==> src/rtl/pts_pkg.sv <==
// constants and types for the ping and time synchronization block
package pts_pkg;
   localparam int CLK_MHZ = 125;
   localparam int CLK_PERIOD_NS = 8;
   // ping trigger least low time
   localparam int TRIG_LOW_US = 25;
   localparam int TRIG_LOW_CYC = (TRIG_LOW_US * 1000 + CLK_PERIOD_NS - 1) / CLK_PERIOD_NS;
   // sync output pulse width
   localparam int SYNC_PULSE_US = 100;
   localparam int SYNC_PULSE_CYC = (SYNC_PULSE_US * 1000) / CLK_PERIOD_NS;
   // time counter chain
   localparam int TICK_WRAP = 1000;
   localparam int HALF_SECOND_MS = 500;
   localparam int SUB_W = 10;
   localparam int SEC_W = 32;
   localparam int CNT_W = 16;
   localparam logic [SUB_W-1:0] SUB_RESET = 10'h000;
   localparam logic [SEC_W-1:0] SEC_RESET = 32'h0000_0000;
   typedef enum logic [1:0] {PTS_ARMED, PTS_FIRE, PTS_HOLD} pts_ping_t;
endpackage : pts_pkg

==> src/rtl/pts_ping_time_sync.sv <==
// ping gating, master sync pulse and time-of-day counters
`timescale 1ns/100ps
module pts_ping_time_sync
   import pts_pkg::*;
#(
   parameter int TRIG_CYC = TRIG_LOW_CYC,
   parameter int PULSE_CYC = SYNC_PULSE_CYC
) (
   // clock and reset
   input wire logic CORE_CLK,
   input wire logic SYS_RST,
   // external sync pins
   input wire logic PING_TRIGGER_LINE,
   input wire logic PULSE_PER_SECOND_INPUT,
   // configuration
   input wire logic MASTER_MODE,
   input wire logic HOST_TIME_MODE,
   input wire logic HOST_SET_VALID,
   input wire logic [SEC_W-1:0] HOST_SET_SEC,
   input wire logic [SUB_W-1:0] HOST_SET_MS,
   // transmitter side
   input wire logic TX_READY,
   output logic TX_START,
   output logic SYNC_OUT_N,
   // time of day
   output logic [SUB_W-1:0] TIME_NS,
   output logic [SUB_W-1:0] TIME_US,
   output logic [SUB_W-1:0] TIME_MS,
   output logic [SEC_W-1:0] TIME_SEC
);
   // input synchronizer stages and edge history
   logic trig_meta_ff;
   logic trig_sync_ff;
   logic pps_meta_ff;
   logic pps_sync_ff;
   logic pps_prev_ff;
   // ping gate counters, state and outputs
   logic [CNT_W-1:0] low_cnt_ff;
   logic [CNT_W-1:0] nxt_low_cnt;
   logic [CNT_W-1:0] pulse_cnt_ff;
   logic [CNT_W-1:0] nxt_pulse_cnt;
   pts_ping_t ping_st_ff;
   pts_ping_t nxt_ping_st;
   logic tx_start_ff;
   logic nxt_tx_start;
   logic sync_n_ff;
   logic nxt_sync_n;
   // time of day counters
   logic [SUB_W-1:0] ns_ff;
   logic [SUB_W-1:0] us_ff;
   logic [SUB_W-1:0] ms_ff;
   logic [SUB_W-1:0] nxt_ns;
   logic [SUB_W-1:0] nxt_us;
   logic [SUB_W-1:0] nxt_ms;
   logic [SEC_W-1:0] sec_ff;
   logic [SEC_W-1:0] nxt_sec;
   // one-cycle strobe on the synchronized second edge
   logic pps_rise;

   // wrap test shared by the counter chain
   function automatic logic at_wrap(input logic [SUB_W-1:0] v);
      at_wrap = (v == SUB_W'(TICK_WRAP - 1));
   endfunction : at_wrap

   // two-stage synchronizers; second stage feeds all logic
   always_ff @(posedge CORE_CLK) begin
      if (SYS_RST) begin
         trig_meta_ff <= 1'b1;
         trig_sync_ff <= 1'b1;
         pps_meta_ff <= 1'b0;
         pps_sync_ff <= 1'b0;
         pps_prev_ff <= 1'b0;
      end else begin
         trig_meta_ff <= PING_TRIGGER_LINE;
         trig_sync_ff <= trig_meta_ff;
         pps_meta_ff <= PULSE_PER_SECOND_INPUT;
         pps_sync_ff <= pps_meta_ff;
         pps_prev_ff <= pps_sync_ff;
      end
   end

   // rising edge of the second pulse marks the boundary
   assign pps_rise = pps_sync_ff & ~pps_prev_ff;

   // ping gate: measure low time, fire once, wait for release high
   always_comb begin
      nxt_ping_st = ping_st_ff;
      nxt_low_cnt = low_cnt_ff;
      nxt_pulse_cnt = pulse_cnt_ff;
      nxt_tx_start = 1'b0;
      nxt_sync_n = sync_n_ff;
      if (trig_sync_ff) begin
         nxt_low_cnt = '0;
      end else if (low_cnt_ff < CNT_W'(TRIG_CYC)) begin
         nxt_low_cnt = low_cnt_ff + 1'b1;
      end
      case (ping_st_ff)
         PTS_ARMED: begin
            if (!trig_sync_ff && low_cnt_ff >= CNT_W'(TRIG_CYC) && TX_READY) begin
               nxt_ping_st = PTS_FIRE;
            end
         end
         PTS_FIRE: begin
            if (trig_sync_ff) begin
               nxt_ping_st = PTS_ARMED;
            end else begin
               nxt_tx_start = 1'b1;
               nxt_ping_st = PTS_HOLD;
               if (MASTER_MODE) begin
                  nxt_sync_n = 1'b0;
                  nxt_pulse_cnt = CNT_W'(PULSE_CYC);
               end
            end
         end
         PTS_HOLD: begin
            if (trig_sync_ff) begin
               nxt_ping_st = PTS_ARMED; // one ping per low interval
            end
         end
         default: nxt_ping_st = PTS_ARMED;
      endcase
      if (pulse_cnt_ff != '0) begin
         nxt_pulse_cnt = pulse_cnt_ff - 1'b1;
         if (pulse_cnt_ff == CNT_W'(1)) begin
            nxt_sync_n = 1'b1;
         end
      end
   end

   always_ff @(posedge CORE_CLK) begin
      if (SYS_RST) begin
         ping_st_ff <= PTS_ARMED;
         low_cnt_ff <= '0;
         pulse_cnt_ff <= '0;
         tx_start_ff <= 1'b0;
         sync_n_ff <= 1'b1;
      end else begin
         ping_st_ff <= nxt_ping_st;
         low_cnt_ff <= nxt_low_cnt;
         pulse_cnt_ff <= nxt_pulse_cnt;
         tx_start_ff <= nxt_tx_start;
         sync_n_ff <= nxt_sync_n;
      end
   end

   // time counter chain with second pulse realignment and host load
   always_comb begin
      nxt_ns = ns_ff;
      nxt_us = us_ff;
      nxt_ms = ms_ff;
      nxt_sec = sec_ff;
      if (pps_rise && !HOST_TIME_MODE) begin
         nxt_ns = SUB_RESET;
         nxt_us = SUB_RESET;
         nxt_ms = SUB_RESET;
         if (ms_ff < SUB_W'(HALF_SECOND_MS)) begin
            nxt_sec = SEC_RESET;
         end else begin
            nxt_sec = sec_ff + 1'b1;
         end
      end else if (HOST_TIME_MODE && HOST_SET_VALID) begin
         // host step lands exactly, so convergence is one load
         nxt_ns = SUB_RESET;
         nxt_us = SUB_RESET;
         nxt_ms = HOST_SET_MS;
         nxt_sec = HOST_SET_SEC;
      end else begin
         // one ns counter step per clock covers the clock period
         if (ns_ff >= SUB_W'(TICK_WRAP - CLK_PERIOD_NS)) begin
            nxt_ns = ns_ff + SUB_W'(CLK_PERIOD_NS) - SUB_W'(TICK_WRAP);
            if (at_wrap(us_ff)) begin
               nxt_us = SUB_RESET;
               if (at_wrap(ms_ff)) begin
                  nxt_ms = SUB_RESET;
                  nxt_sec = sec_ff + 1'b1;
               end else begin
                  nxt_ms = ms_ff + 1'b1;
               end
            end else begin
               nxt_us = us_ff + 1'b1;
            end
         end else begin
            nxt_ns = ns_ff + SUB_W'(CLK_PERIOD_NS);
         end
      end
   end

   always_ff @(posedge CORE_CLK) begin
      if (SYS_RST) begin
         ns_ff <= SUB_RESET;
         us_ff <= SUB_RESET;
         ms_ff <= SUB_RESET;
         sec_ff <= SEC_RESET;
      end else begin
         ns_ff <= nxt_ns;
         us_ff <= nxt_us;
         ms_ff <= nxt_ms;
         sec_ff <= nxt_sec;
      end
   end

   // outputs straight from flip-flops
   assign TX_START = tx_start_ff;
   assign SYNC_OUT_N = sync_n_ff;
   assign TIME_NS = ns_ff;
   assign TIME_US = us_ff;
   assign TIME_MS = ms_ff;
   assign TIME_SEC = sec_ff;
endmodule : pts_ping_time_sync

==> config.mk <==
export PLATFORM = sky130hd
export DESIGN_NAME = pts_ping_time_sync
export DESIGN_NICKNAME = d
export VERILOG_FILES = /design/src/rtl/pts_pkg.sv /design/src/rtl/pts_ping_time_sync.sv
export SDC_FILE = /design/constraint.sdc
export NUM_CORES = 1
export LEC_CHECK = 0
export ABC_AREA = 1
export BUFFER_PORTS_ARGS = -buffer_cell sky130_fd_sc_hd__buf_2
export CORE_ASPECT_RATIO = 1.5
export CORE_MARGIN = 4
export CORE_UTILIZATION = 45
export CTS_CLUSTER_SIZE = 12
export DETAILED_ROUTE_END_ITERATION = 8
export MAX_ROUTING_LAYER = met4
export PLACE_DENSITY = 0.67
export SKIP_CTS_REPAIR_TIMING = 1
export SLEW_MARGIN = 25
export SYNTH_ARGS = -nofsm -noshare
export SYNTH_HDL_FRONTEND = slang
export SYNTH_SLANG_ARGS = --single-unit
==> constraint.sdc <==
create_clock -name CORE_CLK -period 1.74 [get_ports CORE_CLK]
set_input_delay 0.174 -clock CORE_CLK [delete_from_list [all_inputs] [get_ports CORE_CLK]]
set_output_delay 0.174 -clock CORE_CLK [all_outputs]
set_load 0.1 [all_outputs]
After elaboration in Yosys (flattened, before gate mapping)
Cells that the tools add are included.

word-level totals
  register bits = 103
  bits of input ports = 50
  output and inout port bits = 64
  word-level logic and storage cells = 85

cells by class
  $add $sub $neg = 7
  magnitude comparators = 4
  equality and inequality tests = 8
  mux-type cells = 26
  bitwise logic cells = 3
  reductions and logical operators = 23

operator list
  cell                                                          count
  2-to-1 mux 32 bit                                             6
  2-to-1 mux 16 bit                                             4
  2-to-1 mux 10 bit                                             6
  adder 32 x 1 -> 32 bit, second input constant                 1
  adder 10 x 1 -> 10 bit, second input constant                 2
  equality test 10 bit, second input constant                   2
  adder 16 x 1 -> 16 bit, second input constant                 1
  equality test 16 x 1 -> 1 bit, second input constant          1
  >= comparator 16 x 12 -> 1 bit, second input constant         1
  less-than comparator 16 x 12 -> 1 bit, second input constant  1
  nonzero test 16 bit                                           1
  subtractor 16 x 1 -> 16 bit, second input constant            1
  adder 10 x 4 -> 10 bit, second input constant                 1
  >= comparator 10 bit, second input constant                   1
  less-than comparator 10 x 9 -> 1 bit, second input constant   1
  subtractor 10 bit, second input constant                      1
  nonzero test 3 bit                                            3
  nonzero test 2 bit                                            4
  2-to-1 mux 1 bit                                              6
  2-to-1 mux 2 bit                                              3
  case mux 2 bit (3 select lines)                               1
  AND reduction 3 bit                                           2
  OR reduction 2 bit                                            3
  logical AND 1 bit                                             4
  other kinds (10)                                              14

Logic depth before layout (Yosys ltp)
Gate-level depths: netlist of the first run.

  word-level depth = 6
  depth in mapped cells = 11
  depth with buffers taken out = 11

Worst setup path before layout of the first run
No wires, ideal clock.

  path type = reg-to-reg
  start point = register sec_ff[0] (netlist: TIME_SEC[0])
  end point = register sec_ff[26] (netlist: TIME_SEC[26])
  setup time = 0.120 ns
  arrival = 2.198 ns
  required time = 1.620 ns
  setup slack = -0.578 ns
  cell stages (with the launch flop) = 11
  path buffers = 0
  clock period less this slack = 2.318 ns
  cells stage by stage = dfxtp_1 ha_1 nand2_1 nor2_2 nand2_1 nor2_2 nand2_1 o21ai_0 nand2_1 nand2_1 a21oi_1

between the ends
  word-level cells in the longest chain between the ends = 6
  elaborated cells between the ends (all ways) = 7
  classes of those cells = add/sub (1); mux (6)

RTL lines
  element                   line                                                  RTL
  start, declared           pts_ping_time_sync.sv:55                              logic [SEC_W-1:0] sec_ff;
  start signal, assigned    pts_ping_time_sync.sv:198                             sec_ff <= nxt_sec;
  adder 32 x 1 -> 32 bit *  pts_ping_time_sync.sv:159, pts_ping_time_sync.sv:175
  2-to-1 mux 32 bit         pts_ping_time_sync.sv:173                             if (at_wrap(ms_ff)) begin
  2-to-1 mux 32 bit         pts_ping_time_sync.sv:171                             if (at_wrap(us_ff)) begin
  2-to-1 mux 32 bit         pts_ping_time_sync.sv:169                             if (ns_ff >= SUB_W'(TICK_WRAP - CLK_PERIOD_NS)) begin
  2-to-1 mux 32 bit         pts_ping_time_sync.sv:161                             end else if (HOST_TIME_MODE && HOST_SET_VALID) begin
  2-to-1 mux 32 bit *       pts_ping_time_sync.sv:152                             if (pps_rise && !HOST_TIME_MODE) begin

Mark *: on every way between the ends. The rest lies on a longest branch, timed or not. The select of a mux whose other input is x is not followed.
A chain may end at the register's enable or synchronous reset.

Worst setup path after layout of the first run
Ends and elaborated chain as after synthesis.

==> metrics.txt, run 1 <==
CP endpoint kind=flip-flop; Area Overhead vs Synth=23.6%; Finished Layout Cells=between 1000 and 1500; Yosys top cell area share=between 30% and 40%; drt pass-1 iters=5; cell area after layout=around 0.0074 mm^2; RSZ-0062 raised after global routing=true; Req. time, crit path=between 1.5 and 2 ns; global-route wire length before repair=27200 um; Tot GR Track Use=22.9%; uppermost routed layer=met4; FP Rows=51; Final Hold Viols=0; Arrival @ worst endpoint=between 1.5 and 2 ns; FF+latch count, synth=100; Hold Slack=~0.0089 ns; CTS tree=done; fin crit share=~92%; Placed Area=0.00697 mm^2; antenna violations before repair=1; Cell Pwr Density=approximately 900 mW/mm^2; Final TNS setup=0 ns; Top FF cell, synth=dfxtp_1; DRT iter0 DRCs=247; worst hold path class=input pin to flip-flop; Sink Count=100; Synth area leader=dfxtp_1; pin count of the biggest net entering global routing=32; multiplexer share of the synthesized area=0%; die width=approximately 100 um; Startpoint Class=flip-flop; Clock Tree Buf Depth=2; area of the core=0.0130 mm^2; Max Cap Viol=0; clock latency on the worst-skew pair=between 0.3 and 0.4 ns; cell count after synthesis=around 950; async set-reset flop share out of synthesis=0%; Placed Cells=approximately 1200; layout cell share with drive strength beyond 1=roughly a quarter; top post-synthesis cells by area=dfxtp_1 (34%), nand2_1 (18%), nor2_1 (8.8%); Synth Area in Simple Gates=39.0%; Synth Area in Compound Gates=between 10% and 20%; IO Count=between 100 and 150; clk_skew=0.0152 ns; gr ovfl total=0; EDFF count, synth=0; main combinational cell family by area after synthesis=simple AND/OR/NAND/NOR gates; Leak=3.26 nW; GPL Wtd Cong=roughly 0.94; metal1 wirelength=just under 7000 um; Nets=~1100; count of cell types in the netlist=41; WS Path Type=flip-flop to flip-flop; status=finished clean; Starting Density=a little under half; Post-Syn Area=~0.006 mm^2; DR WL met3=a little under 800 um; Post-Synth XOR/XNOR Area=under 10%; IO Port Bufs=between 100 and 150; Fmax achieved=between 600 and 700 MHz; Max Transition Viols Final=0; ANT nets after route=0; die area=0.0152 mm^2; Die Ht=roughly 150 um; syn avg cell area=6.28 um^2; Worst IR Drop VDD=933 uV; Ys Warns=0; Seq/Total Area, Yosys=about a third; Critical Path Fanout Max=5; DP Wirelength=12700 um; DRC viols=0; H-tree levels=3; Total Routed Length=between 15000 and 20000 um; metal2 WL=between 8000 and 9000 um; DR vias/cell=approximately 5; routed len/inst=~13 um; endpoints failing setup=0; vias in the first global route=between 5000 and 6000; Reg clk slew, reported paths=0.07 ns; total power=~0.0066 W; post-synthesis adder-cell area fraction=around 2.3%; min Tclk post-route=approximately 1.6 ns; CTS Buf Count=9; Root Driver=clkbuf_16; routed via count=6228
## state kept, by name, summed over array words and instances, names as in the netlist
register and cells:
trig_meta_ff 1, TIME_MS 10, ping_st_ff 2, TX_START 1
pps_sync_ff 1, low_cnt_ff 16, TIME_NS 7, TIME_US 10
trig_sync_ff 1, pps_meta_ff 1, pps_prev_ff 1, pulse_cnt_ff 16
TIME_SEC 32, SYNC_OUT_N 1
## synth_stat cells (5+ instances only)
master    count
nand3_1      57
o21ai_0      38
nor2_2        5
xor2_1       24
xnor2_1       6
dfxtp_1     100
a21oi_1      71
nor2_1      139
buf_4         6
nor3_1       28
inv_1       102
nand2_1     282
a22oi_1       5
nand4_1      11
ha_1         11
nand2_2       7
clkbuf_1      8
## cell type report
type / count / area [um^2]
clock buffer: 11 / 243
tap: 159 / 199
antenna: 1 / 2.50
fill: 1362 / 5590
clock inverter: 5 / 85.1
timing repair buffer: 142 / 832
inverter: 107 / 409
sequential: 100 / 2130
multi-input combinational: 719 / 3460
## logic make-up after synthesis
kind of cell	Yosys count
AOI/OAI and AO/OA	128
and+or+nand+nor	547
buffers and inverters	132
DFF	100
other	1
xor gates and xnor gates	30
adders and majority gates	11
## path summary, 6_finish.rpt
path / depth (start not counted) / startpoint / to / slack [ns]
worst min register to register: 1 / trig_meta_ff / trig_sync_ff / 0.41
worst max-delay path: 10 / TIME_SEC[0] / TIME_SEC[26] / 0.14
worst max register to register: 10 / TIME_SEC[0] / TIME_SEC[26] / 0.14
worst min-delay path: 2 / PING_TRIGGER_LINE / trig_meta_ff / 0.009
## power by group
part | switching [W] | internal [W] | total (W)
logic | 0.00117 | 0.000614 | 0.00178
clock network | 0.000916 | 0.00131 | 0.00222
registers | 0.000148 | 0.00245 | 0.00259
## routing by layer
metal	global-route usage, %	vias to the layer above
li1	-	3269
met1	26.0	2820
met2	40.5	114
met3	3.28	25
met4	8.21	0
met5	-	-
## placed cells by master, fill, tap and decap left out, drive strengths merged, types with 5 or more instances in the layout
cell type / Yosys / final
a22oi: 5 / 5
dfxtp: 100 / 100
nor2: 146 / 146
xor2: 24 / 24
nand4: 11 / 11
a21oi: 72 / 72
buf: 17 / 142
nand2: 291 / 291
xnor2: 6 / 6
inv: 107 / 107
clkbuf: 8 / 11
o21ai: 42 / 42
nor3: 29 / 29
ha: 11 / 11
nand3: 60 / 60
## stage by stage
step,util [%],setup slack [ns]
after detailed placement,53.8,0.0814
after CTS,56.3,0.0604
after global placement,53.8,0.144
final,56.9,0.141
after global routing,56.9,-0.00904
after floorplan,-,-0.0110
## worst max-delay path, cell delays in order, from the launching register on
cell and delay (ns):
dfxtp_4 0.36, ha_2 0.18, nand2_1 0.09, nor2_4 0.18, nand2_4 0.10, nor2_4 0.12, nand2_1 0.09, o21ai_0 0.15
nand2_1 0.07, nand2_1 0.08, a21oi_2 0.06
(Power assumes the default switching activity.)
==> inputs of run 2 (changes only) <==
- ABC_AREA: 1 -> not set
- PLACE_DENSITY: 0.67 -> 0.65
- SETUP_SLACK_MARGIN: not set -> 0.02
==> metrics.txt, run 2 <==
count of cell types in the netlist=70; total power=0.00783 W; setup slack, reg-to-reg=-0.36 ns; Clock Tree Buf Depth=2; Synth Area in Compound Gates=slightly below 20%; WS Path Type=flip-flop to flip-flop; most frequent cell after synthesis=dfxtp_1; Fmax achieved=~480 MHz; Post-Synth XOR/XNOR Area=under 10%; Hold Crit Start=PING_TRIGGER_LINE; Max Cap Viol=0; CTS tree=done; cell count after synthesis=between 600 and 700; routed len/inst=approximately 18 um; Arrival @ worst endpoint=~2.4 ns; IO Count=roughly 110; Critical Path Fanout Max=10; Cell Pwr Density=942 mW/mm^2; status=finished with violations; failing checks=negative setup slack; ANT nets after route=0; layout cell share with drive strength beyond 1=between 40% and 50%; pin count of the biggest net entering global routing=41; endpoints failing setup=slightly above 50; Sink Count=100; Total Routed Length=approximately 19000 um; Req. time, crit path=about 2 ns; Synth area leader=dfxtp_1; Synth Area in Simple Gates=a little under a third; async set-reset flop share out of synthesis=0%; Yosys top cell area share=36.6%; Nets=between 900 and 1000; H-tree levels=3; gr ovfl total=0; pre-CTS setup slack=-0.285 ns; Leak=between 3 and 4 nW; Tot GR Track Use=approximately 25%; FP Rows=49; max FFs per register=32; area of the core=between 0.01 and 0.015 mm^2; Worst slew margin=about three fifths; drt pass-1 iters=7; Worst IR Drop VDD=just under 600 uV; FF+latch count, synth=100; top post-synthesis cells by area=dfxtp_1 (37%), nor2_1 (4.4%), nand2_1 (4.1%); Starting Density=a little under half; Reg clk slew, reported paths=0.07 ns; DRC viols=0; Area Overhead vs Synth=52.2%; vias in the first global route=roughly 6000; Die Ht=about 140 um; Post-Syn Area=0.00547 mm^2; global-route wire length before repair=between 20000 and 30000 um; number of diodes=0; Seq/Total Area, Yosys=36.6%; Top FF cell, synth=dfxtp_1; Worst Reg-to-Reg Cells=7; DR vias/cell=roughly 5.9; RSZ-0062 raised after global routing=true; CTS Buf Count=9; clk_skew=0.00805 ns; syn avg cell area=around 8.2 um^2; routed via count=~6300; clock latency on the worst-skew pair=around 0.35 ns; commonest cells after routing, fill and taps aside=buf_4 (137), buf_2 (111), nor2_1 (58); post-synthesis adder-cell area fraction=about 2.5%; Final TNS setup=-8.92 ns; EDFF count, synth=0; Max Transition Viols Final=0; die area=~0.014 mm^2; worst hold path class=input pin to flip-flop; Reg2Reg Capture Point=TIME_SEC[26]; multiplexer share of the synthesized area=less than 1%; r2r startpoint=TIME_MS[1]; final worst slack=-0.359 ns; IO Port Bufs=between 100 and 150; Startpoint Class=flip-flop; Ys Warns=0; GPL Wtd Cong=between 0.9 and 1; top cells by count, synth=dfxtp_1 (100), nor2_1 (64), nand2_1 (59); die width=just under 100 um; min Tclk post-route=between 2 and 2.5 ns; CP endpoint kind=flip-flop; most common cell after layout, fill and taps aside=buf_4; Final Hold Viols=0; Root Driver=clkbuf_16; fin crit share=121%; DP Wirelength=~13000 um; main combinational cell family by area after synthesis=simple AND/OR/NAND/NOR gates; Fill cells=970; Worst Tran Pin Value=0.597 ns; Hold Path Sink=trig_meta_ff; DRT iter0 DRCs=283; antenna violations before repair=0; hold path depth=2
[run 2: metal layers]
layer / wire (um) / part of all wire, % / GRT usage (%) / vias up
met5: 0 / 0 / - / -
met1: 7000 / 37 / 27.6 / 3007
met4: 598 / 3.2 / 9.34 / 0
met2: 10100 / 54 / 46.3 / 231
li1: - / - / - / 2974
met3: 1150 / 6.1 / 3.96 / 55
[run 2: worst max path at each step]
| stage | end | slack (ns) | startpoint |
|---|---|---|---|
| after floorplan | TIME_SEC[16] | -0.53 | TIME_MS[0] |
| after global placement | TIME_SEC[21] | -0.27 | TIME_SEC[1] |
| after detailed placement | TIME_SEC[18] | -0.29 | TIME_MS[1] |
| after CTS | TIME_SEC[26] | -0.30 | TIME_MS[1] |
| after global routing | TIME_SEC[26] | -0.43 | TIME_MS[1] |
| final | TIME_SEC[26] | -0.36 | TIME_MS[1] |
[run 2: cell families after synthesis]
family | Yosys count
simple gates | 309
compound gates | 160
flops | 100
buf+inv | 49
xor+xnor | 31
fa+ha+maj | 11
mux | 3
other cells | 1
[run 2: area by class of cell]
cell class	count	area (um^2)	area share [%]
flip-flops and latches	100	2200	26.4
well taps	153	191	2.30
repair buffers	271	1900	22.8
inverters	14	52.6	0.632
multi-input cells	517	3680	44.2
clock inverters	5	37.5	0.451
clock buffers	11	264	3.17
[run 2: worst max-delay path, cell delays in order (launching register included)]
cell and delay [ns]:
dfxtp_4 0.36, ha_4 0.13, nand4b_1 0.18, nor4b_4 0.40, a211oi_4 0.13, buf_12 0.16
or4_4 0.48, a31oi_1 0.19
[run 2: per-stage QoR]
stage | instance area (um^2) | cells | hold WS (ns) | utilization, %
after floorplan | 5830 | 666 | 0.278 | -
after global placement | 7460 | 1034 | 0.360 | 62.4
after detailed placement | 7460 | 1034 | 0.366 | 62.4
after CTS | 7760 | 1050 | 0.00708 | 65.0
after global routing | 8320 | 1071 | 0.00745 | 69.6
final | 8320 | 1071 | 0.00824 | 69.6
[run 2: power by group]
| group | internal [W] | leakage (nW) | total [W] | switching [W] |
|---|---|---|---|---|
| Clock | 0.00111 | 0.152 | 0.00208 | 0.000966 |
| Sequential | 0.00247 | 0.856 | 0.00272 | 0.000247 |
| Combinational | 0.00134 | 2.42 | 0.00304 | 0.00169 |
